## src/hdl/aos_regs.vh

```
`ifndef AOS_REGS_VH
`define AOS_REGS_VH

// register identifiers as carried by the read and write register commands
`define AOS_REG_OUTPUT_TYPE 8'h06
`define AOS_REG_OUTPUT_RATE 8'h07

// output_type_select codes
`define AOS_TYPE_OFF 8'h00
`define AOS_TYPE_INERTIAL 8'h13
`define AOS_TYPE_POSITIONING 8'h14
`define AOS_TYPE_NAVIGATION 8'h16

// optional port selector values
`define AOS_PORT_SEL_1 8'h01
`define AOS_PORT_SEL_2 8'h02

// reset values of the per-port settings
`define AOS_TYPE_RST 8'h00
`define AOS_RATE_RST 8'h28

// accepted output_rate_hz values
`define AOS_HZ_1 8'h01
`define AOS_HZ_2 8'h02
`define AOS_HZ_4 8'h04
`define AOS_HZ_5 8'h05
`define AOS_HZ_10 8'h0a
`define AOS_HZ_20 8'h14
`define AOS_HZ_25 8'h19
`define AOS_HZ_40 8'h28
`define AOS_HZ_50 8'h32
`define AOS_HZ_100 8'h64
`define AOS_HZ_200 8'hc8

// measurement source refresh strobe bit positions
`define AOS_SRC_INERTIAL 0
`define AOS_SRC_POSITIONING 1
`define AOS_SRC_NAVIGATION 2

`endif

```

## src/hdl/aos_scheduler.v

```verilog
`timescale 1ns/1ps
`default_nettype none
`include "aos_regs.vh"

module aos_scheduler #(
    parameter CLK_HZ = 50000000,
    parameter FIFO_DEPTH = 32
) (
    input wire i_clk,
    input wire i_rst_n,
    input wire i_cmd_valid,
    input wire i_cmd_write,
    input wire [7:0] i_cmd_reg_id,
    input wire [31:0] i_cmd_data,
    input wire i_cmd_port_given,
    input wire [7:0] i_cmd_port_sel,
    input wire i_cmd_src_port,
    input wire [2:0] i_src_refresh,
    output reg o_rsp_valid,
    output reg o_rsp_ok,
    output reg [7:0] o_rsp_reg_id,
    output reg [31:0] o_rsp_data,
    output reg o_rsp_port_given,
    output reg [7:0] o_rsp_port_sel,
    output reg o_pkt_valid,
    input wire i_pkt_ready,
    output reg o_pkt_port,
    output reg [7:0] o_pkt_type
);
    localparam ST_PREFER0 = 2'b01;
    localparam ST_PREFER1 = 2'b10;

    function type_ok;
        input [31:0] v;
        begin
            type_ok = (v == {24'h000000, `AOS_TYPE_OFF}) ||
                      (v == {24'h000000, `AOS_TYPE_INERTIAL}) ||
                      (v == {24'h000000, `AOS_TYPE_POSITIONING}) ||
                      (v == {24'h000000, `AOS_TYPE_NAVIGATION});
        end
    endfunction

    // cycles between paced slots; zero marks a rate that is not accepted
    function [31:0] period;
        input [31:0] hz;
        begin
            if (hz[31:8] != 24'h000000) begin
                period = 32'h00000000;
            end else begin
                case (hz[7:0])
                    `AOS_HZ_1: period = CLK_HZ / `AOS_HZ_1;
                    `AOS_HZ_2: period = CLK_HZ / `AOS_HZ_2;
                    `AOS_HZ_4: period = CLK_HZ / `AOS_HZ_4;
                    `AOS_HZ_5: period = CLK_HZ / `AOS_HZ_5;
                    `AOS_HZ_10: period = CLK_HZ / `AOS_HZ_10;
                    `AOS_HZ_20: period = CLK_HZ / `AOS_HZ_20;
                    `AOS_HZ_25: period = CLK_HZ / `AOS_HZ_25;
                    `AOS_HZ_40: period = CLK_HZ / `AOS_HZ_40;
                    `AOS_HZ_50: period = CLK_HZ / `AOS_HZ_50;
                    `AOS_HZ_100: period = CLK_HZ / `AOS_HZ_100;
                    `AOS_HZ_200: period = CLK_HZ / `AOS_HZ_200;
                    default: period = 32'h00000000;
                endcase
            end
        end
    endfunction

    // which refresh strobes feed a given packet type
    function [2:0] src_mask;
        input [7:0] t;
        begin
            src_mask = 3'h0;
            if (t == `AOS_TYPE_INERTIAL) begin
                src_mask[`AOS_SRC_INERTIAL] = 1'b1;
            end else if (t == `AOS_TYPE_POSITIONING) begin
                src_mask[`AOS_SRC_POSITIONING] = 1'b1;
            end else if (t == `AOS_TYPE_NAVIGATION) begin
                src_mask[`AOS_SRC_NAVIGATION] = 1'b1;
            end
        end
    endfunction

    reg [7:0] type_q [0:1];
    reg [7:0] rate_q [0:1];
    reg [31:0] cnt_q [0:1];
    reg [1:0] fresh_q;
    reg [1:0] due_q;
    reg [1:0] st_q;

    wire port_ok;
    wire tgt;
    wire wr_type;
    wire wr_rate;
    wire [1:0] want;
    wire [1:0] grant;
    wire push_valid;
    wire push_ready;
    wire push_port;
    wire [8:0] fifo_out;
    wire fifo_valid;
    wire fifo_pop;

    assign port_ok = !i_cmd_port_given || (i_cmd_port_sel == `AOS_PORT_SEL_1) ||
                     (i_cmd_port_sel == `AOS_PORT_SEL_2);
    assign tgt = i_cmd_port_given ? (i_cmd_port_sel == `AOS_PORT_SEL_2)
                                  : i_cmd_src_port;
    assign wr_type = i_cmd_valid && i_cmd_write && port_ok &&
                     (i_cmd_reg_id == `AOS_REG_OUTPUT_TYPE) && type_ok(i_cmd_data);
    assign wr_rate = i_cmd_valid && i_cmd_write && port_ok &&
                     (i_cmd_reg_id == `AOS_REG_OUTPUT_RATE) &&
                     (period(i_cmd_data) != 32'h00000000);

    assign want[0] = due_q[0] && fresh_q[0] && (type_q[0] != `AOS_TYPE_OFF);
    assign want[1] = due_q[1] && fresh_q[1] && (type_q[1] != `AOS_TYPE_OFF);
    assign grant[0] = push_ready && want[0] && (st_q == ST_PREFER0 || !want[1]);
    assign grant[1] = push_ready && want[1] && !grant[0];
    assign push_valid = |want;
    assign push_port = grant[1] || (!grant[0] && want[1]);
    assign fifo_pop = fifo_valid && (!o_pkt_valid || i_pkt_ready);

    integer p;
    always @(posedge i_clk) begin
        if (!i_rst_n) begin
            for (p = 0; p < 2; p = p + 1) begin
                type_q[p] <= `AOS_TYPE_RST;
                rate_q[p] <= `AOS_RATE_RST;
                cnt_q[p] <= 32'h00000000;
            end
            fresh_q <= 2'b00;
            due_q <= 2'b00;
            st_q <= ST_PREFER0;
        end else begin
            for (p = 0; p < 2; p = p + 1) begin
                if (wr_rate && tgt == p) begin
                    rate_q[p] <= i_cmd_data[7:0];
                    cnt_q[p] <= period(i_cmd_data) - 32'h00000001;
                end else if (cnt_q[p] == 32'h00000000) begin
                    cnt_q[p] <= period({24'h000000, rate_q[p]}) - 32'h00000001;
                end else begin
                    cnt_q[p] <= cnt_q[p] - 32'h00000001;
                end
                if (wr_type && tgt == p) begin
                    type_q[p] <= i_cmd_data[7:0];
                    fresh_q[p] <= 1'b0;
                    due_q[p] <= 1'b0;
                end else begin
                    // a refresh landing in the grant cycle is kept for the next slot
                    fresh_q[p] <= (fresh_q[p] && !grant[p]) ||
                                  (|(i_src_refresh & src_mask(type_q[p])));
                    // one paced slot per period; an unfilled slot waits for the refresh
                    due_q[p] <= (type_q[p] != `AOS_TYPE_OFF) &&
                                ((cnt_q[p] == 32'h00000000) ||
                                 (due_q[p] && !grant[p]));
                end
            end
            if (grant[0]) begin
                st_q <= ST_PREFER1;
            end else if (grant[1]) begin
                st_q <= ST_PREFER0;
            end
        end
    end

    always @(posedge i_clk) begin
        if (!i_rst_n) begin
            o_rsp_valid <= 1'b0;
            o_rsp_ok <= 1'b0;
            o_rsp_reg_id <= 8'h00;
            o_rsp_data <= 32'h00000000;
            o_rsp_port_given <= 1'b0;
            o_rsp_port_sel <= 8'h00;
        end else begin
            o_rsp_valid <= i_cmd_valid;
            if (i_cmd_valid) begin
                o_rsp_reg_id <= i_cmd_reg_id;
                o_rsp_port_given <= i_cmd_port_given;
                o_rsp_port_sel <= i_cmd_port_given ? i_cmd_port_sel : 8'h00;
                if (!port_ok) begin
                    o_rsp_ok <= 1'b0;
                    o_rsp_data <= 32'h00000000;
                end else if (i_cmd_reg_id == `AOS_REG_OUTPUT_TYPE) begin
                    o_rsp_ok <= !i_cmd_write || wr_type;
                    o_rsp_data <= {24'h000000, (wr_type ? i_cmd_data[7:0] : type_q[tgt])};
                end else if (i_cmd_reg_id == `AOS_REG_OUTPUT_RATE) begin
                    o_rsp_ok <= !i_cmd_write || wr_rate;
                    o_rsp_data <= {24'h000000, (wr_rate ? i_cmd_data[7:0] : rate_q[tgt])};
                end else begin
                    o_rsp_ok <= 1'b0;
                    o_rsp_data <= 32'h00000000;
                end
            end
        end
    end

    // output stage keeps every packet port on a flip-flop
    always @(posedge i_clk) begin
        if (!i_rst_n) begin
            o_pkt_valid <= 1'b0;
            o_pkt_port <= 1'b0;
            o_pkt_type <= 8'h00;
        end else if (!o_pkt_valid || i_pkt_ready) begin
            o_pkt_valid <= fifo_valid;
            if (fifo_valid) begin
                o_pkt_port <= fifo_out[8];
                o_pkt_type <= fifo_out[7:0];
            end
        end
    end

    aos_fifo #(
        .WIDTH(9),
        .DEPTH(FIFO_DEPTH)
    ) u_fifo (
        .i_clk(i_clk),
        .i_rst_n(i_rst_n),
        .i_in_valid(push_valid),
        .o_in_ready(push_ready),
        .i_in_data({push_port, type_q[push_port]}),
        .o_out_valid(fifo_valid),
        .i_out_ready(fifo_pop),
        .o_out_data(fifo_out)
    );
endmodule

`default_nettype wire

```

## src/hdl/aos_fifo.v

```verilog
`timescale 1ns/1ps
`default_nettype none

module aos_fifo #(
    parameter WIDTH = 9,
    parameter DEPTH = 32
) (
    input wire i_clk,
    input wire i_rst_n,
    input wire i_in_valid,
    output wire o_in_ready,
    input wire [WIDTH-1:0] i_in_data,
    output wire o_out_valid,
    input wire i_out_ready,
    output wire [WIDTH-1:0] o_out_data
);
    localparam AW = (DEPTH > 1) ? $clog2(DEPTH) : 1;
    localparam [31:0] DEPTH_W = DEPTH;
    localparam [31:0] DEPTH_M1 = DEPTH - 1;
    localparam [AW:0] FULL = DEPTH_W[AW:0];
    localparam [AW-1:0] LAST = DEPTH_M1[AW-1:0];

    reg [WIDTH-1:0] mem_q [0:DEPTH-1];
    reg [AW-1:0] wr_q;
    reg [AW-1:0] rd_q;
    reg [AW:0] cnt_q;
    wire push;
    wire pop;

    assign o_in_ready = (cnt_q != FULL);
    assign o_out_valid = (cnt_q != {(AW+1){1'b0}});
    assign o_out_data = mem_q[rd_q];
    assign push = i_in_valid && o_in_ready;
    assign pop = o_out_valid && i_out_ready;

    always @(posedge i_clk) begin
        if (push) begin
            mem_q[wr_q] <= i_in_data;
        end
    end

    always @(posedge i_clk) begin
        if (!i_rst_n) begin
            wr_q <= {AW{1'b0}};
            rd_q <= {AW{1'b0}};
            cnt_q <= {(AW+1){1'b0}};
        end else begin
            if (push) begin
                wr_q <= (wr_q == LAST) ? {AW{1'b0}} : wr_q + 1'b1;
            end
            if (pop) begin
                rd_q <= (rd_q == LAST) ? {AW{1'b0}} : rd_q + 1'b1;
            end
            if (push && !pop) begin
                cnt_q <= cnt_q + 1'b1;
            end else if (pop && !push) begin
                cnt_q <= cnt_q - 1'b1;
            end
        end
    end
endmodule

`default_nettype wire

```

## config.mk

```make
export PLATFORM = sky130hd
export DESIGN_NAME = aos_scheduler
export DESIGN_NICKNAME = d
export VERILOG_FILES = /design/src/hdl/aos_scheduler.v /design/src/hdl/aos_fifo.v
export VERILOG_INCLUDE_DIRS = /design/src /design/src/hdl
export SDC_FILE = /design/constraint.sdc
export NUM_CORES = 1
export LEC_CHECK = 0
export ABC_AREA = 1
export BUFFER_PORTS_ARGS = -buffer_cell sky130_fd_sc_hd__buf_4
export CAP_MARGIN = 20
export CORE_MARGIN = 4
export CORE_UTILIZATION = 62
export DETAILED_ROUTE_END_ITERATION = 7
export PLACE_DENSITY = 0.81
export SLEW_MARGIN = 20
export SYNTH_ARGS = -nofsm -noshare
export SYNTH_HDL_FRONTEND = slang
export SYNTH_HIERARCHICAL = 1
export SYNTH_SLANG_ARGS = --single-unit
```

## constraint.sdc

```tcl
create_clock -name i_clk -period 4.5 [get_ports i_clk]
set_input_delay 0.225 -clock i_clk [delete_from_list [all_inputs] [get_ports i_clk]]
set_output_delay 0.225 -clock i_clk [all_outputs]
set_load 0.02 [all_outputs]
```

==> insert_results.sql <==
INSERT INTO impl_metrics (metric_group, metric, value, unit) VALUES
('route', 'route.detailed.drc', '0', ''),
('run', 'cap_viol_max_count', '0', ''),
('place', 'dp.cells', '3256', ''),
('pwr', 'p_leak', '11.0', 'nW'),
('synthesis', 'synth.largest_area_cell', 'sky130_fd_sc_hd__edfxtp_1', ''),
('synthesis', 'synthesis.area', '23100', 'um^2'),
('sta', 'grt_setup_unrepaired', 'no', ''),
('synthesis', 'ys.flop_type', 'sky130_fd_sc_hd__edfxtp_1', ''),
('floorplan', 'rows', '70', ''),
('finish', 'nets', '2942', ''),
('synthesis', 'synthDistinctLibCells', '60', ''),
('route', 'wirelength', '66000', 'um'),
('route', 'final_antenna_net_count', '0', ''),
('worst_setup_path', 'r2r_cells', '11', ''),
('grt', 'grt_max_degree', '112', ''),
('clock_network', 'cells_resized_by_post_cts_repair', '0', ''),
('finish', 'antenna-diode-count', '0', ''),
('place', 'placer_s_final_routability_congestion_estimate', '1.00', ''),
('floorplan', 'fp.dieArea', '40500', 'um^2'),
('synthesis', 'syn-mean-instance-area', '8.69', 'um^2'),
('worst_hold_path', 'hold-path-endpoint', 'rate_q[0][3]', ''),
('clock_network', 'numClockSinks', '448', ''),
('floorplan', 'die_h', '201', 'um'),
('grt', 'grt_pass1_wl', '103000', 'um'),
('clock_network', 'library_cell_used_as_clock_root_buffer', 'sky130_fd_sc_hd__clkbuf_16', ''),
('worst_setup_path', 'worst-r2r-setup-slack', '1.06', 'ns'),
('clock_network', 'numCtsBuffers', '47', ''),
('pwr', 'ir_worst_vdd', '0.344', 'mV'),
('route', 'avgRoutedWirePerCell', '19.6', 'um'),
('pwr', 'cellPowerDensity', '427', 'nW/um^2'),
('sta', 'setup-violations-final', '0', ''),
('sta', 'min_period_over_period', '82.7', '%'),
('clock_network', 'worst_setup_hold_path_clk_slew', '0.06', 'ns'),
('grt', 'grt_overflow_total', '0', ''),
('worst_setup_path', 'worst_endpoint_data_arrival_time', '4.06', 'ns'),
('place', 'pre_cts_ws', '0.374', 'ns'),
('synthesis', 'synth_enable_flop_cells', '384', ''),
('worst_hold_path', 'worst_hold_path_type', 'in -> reg', ''),
('sta', 'final.min_clock_period', '3.72', 'ns'),
('synthesis', 'ys.warnings.count', '6', ''),
('sta', 'clock_skew', '0.0267', 'ns'),
('synthesis', 'yosysTopAreaCellShare', '49.8', '%'),
('clock_network', 'ctsHtreeMaxLevel', '2', ''),
('worst_setup_path', 'setup.worst_path.start_class', 'input port', ''),
('synthesis', 'synth.top_cells.by_count', 'sky130_fd_sc_hd__nand2_1 (760), sky130_fd_sc_hd__edfxtp_1 (384), sky130_fd_sc_hd__nand3_1 (333)', ''),
('worst_setup_path', 'setup.worst_path.class', 'in -> reg', ''),
('worst_setup_path', 'critical_path.top_delay_family', 'simple AND/OR/NAND/NOR gates', ''),
('sta', 'worst_slew_pin_slew', '1.09', 'ns'),
('synthesis', 'synth-seq-cells', '448', ''),
('place', 'numPortBuffers', '94', ''),
('route', 'drt_iter0_markers', '2480', ''),
('worst_setup_path', 'worstSetupStartpoint', 'i_cmd_data[7]', ''),
('worst_setup_path', 'reg2reg_from', 'cnt_q[0][2]', ''),
('synthesis', 'synthesis.instances', '2661', ''),
('sta', 'hold_viol_final', '0', ''),
('finish', 'storage_cell_area', '12800', 'um^2'),
('worst_setup_path', 'worst_setup_path_end_kind', 'flop', ''),
('finish', 'finish.cell_count_without_fillers', '3372', ''),
('sta', 'post-route-worst-setup-slack', '0.778', 'ns'),
('status', 'status', 'completed', ''),
('finish', 'multiInputGateArea', '9100', 'um^2'),
('sta', 'number_of_max_slew_violations_in_the_final_report', '0', ''),
('clock_network', 'tritoncts_clock_tree', 'done', ''),
('sta', 'relSlewSlack', '27.1', '%'),
('grt', 'grt_pass1_vias', '19200', ''),
('worst_hold_path', 'min_from', 'i_cmd_data[3]', ''),
('worst_setup_path', 'most_common_cell_on_crit_path', 'sky130_fd_sc_hd__nand2_1', ''),
('synthesis', 'postSynth.asyncResetShare', '0', '%'),
('worst_setup_path', 'worst_path_max_delay_cell', 'sky130_fd_sc_hd__nor4_1', ''),
('floorplan', 'floorplan.io_pins', '119', ''),
('route', 'first_pass_drt_iterations', '8', '');
[layer usage]
layer,vias up,routed length [um],GRT usage (%)
met5,-,43,0
met4,6,2130,10.6
met3,167,7440,8.41
met2,1141,29500,48.5
met1,9447,26800,44.7
li1,9326,-,-
[layout make-up]
cell class                      instances  area share (%)
Timing Repair Buffer                  192            5.75
Multi-Input combinational cell       1937            34.3
Sequential cell                       448            48.3
Tap cell                              468            2.21
Clock inverter                         27            1.11
Clock buffer                           61            4.87
Inverter                              239            3.40
[cells in the final DEF, fill, tap and decap left out, drive strengths merged, types with 9 or more instances in the layout]
cell type,count
a31oi,9
nand3,335
dlygate4sd3,28
nand2,774
a21oi,76
dfxtp,64
xor2,20
edfxtp,384
nor4,23
inv,230
xnor2,10
conb,96
clkinv,27
nor2,262
nor3,70
clkbuf,61
o211ai,30
buf,164
o21ai,109
ha,18
nand4,56
[power by group]
group	leakage, nW	internal (mW)	total, mW	switching, mW
combinational	6.26	0.778	2.54	1.76
clock	0.762	2.32	3.96	1.64
sequential	4.00	4.68	4.83	0.148
[stage by stage]
stage	utilization [%]	hold WS [ns]	power [mW]	area, um^2
2_1_floorplan	-	0.360	6.69	23500
3_3_place_gp	67.1	0.451	7.29	24600
3_5_place_dp	67.1	0.461	7.38	24600
4_1_cts	72.2	0.00607	11.3	26500
5_1_grt	72.3	0.0502	11.8	26500
6_report	72.3	0.0342	11.3	26500
[flip-flops by register name (all words and copies together) (netlist names), 2 cells and up, named ones only]
signal and flops:
u_fifo/mem_q 288, cnt_q 64, rate_q 16, type_q 16, o_pkt_type 8, o_rsp_data 8, o_rsp_port_sel 8, o_rsp_reg_id 8
u_fifo/cnt_q 6, u_fifo/rd_q 5, u_fifo/wr_q 5, due_q 2, fresh_q 2, st_q 2
[cells by family (layout without fill, tap and decap cells)]
family,Yosys count,after routing,synth area share (%)
compound gates,256,256,6.39
xor+xnor,30,30,1.14
fa+ha+maj,19,19,1.06
buf+inv,370,519,7.09
flops,448,448,55.4
other cells,2,96,0.0325
simple gates,1536,1536,28.9
[worst max path at each step]
stage	to	cells past startpoint
2_1_floorplan	cnt_q[1][28]	25
3_3_place_gp	cnt_q[1][25]	26
3_5_place_dp	cnt_q[1][25]	26
4_1_cts	cnt_q[1][25]	26
5_1_grt	cnt_q[1][25]	26
6_report	cnt_q[1][25]	26
[tightest hold or removal path: cells and delay by family]
family,cells,cell delay [ns]
buffers and inverters,2,0.16
AND/OR/NAND/NOR,1,0.10
[timing repair]
item                      CTS  global route
hold buffers               28             0
hold endpoints to repair   19             0
buffers inserted            0             0
No activity file was read; power rests on OpenSTA's default activity.
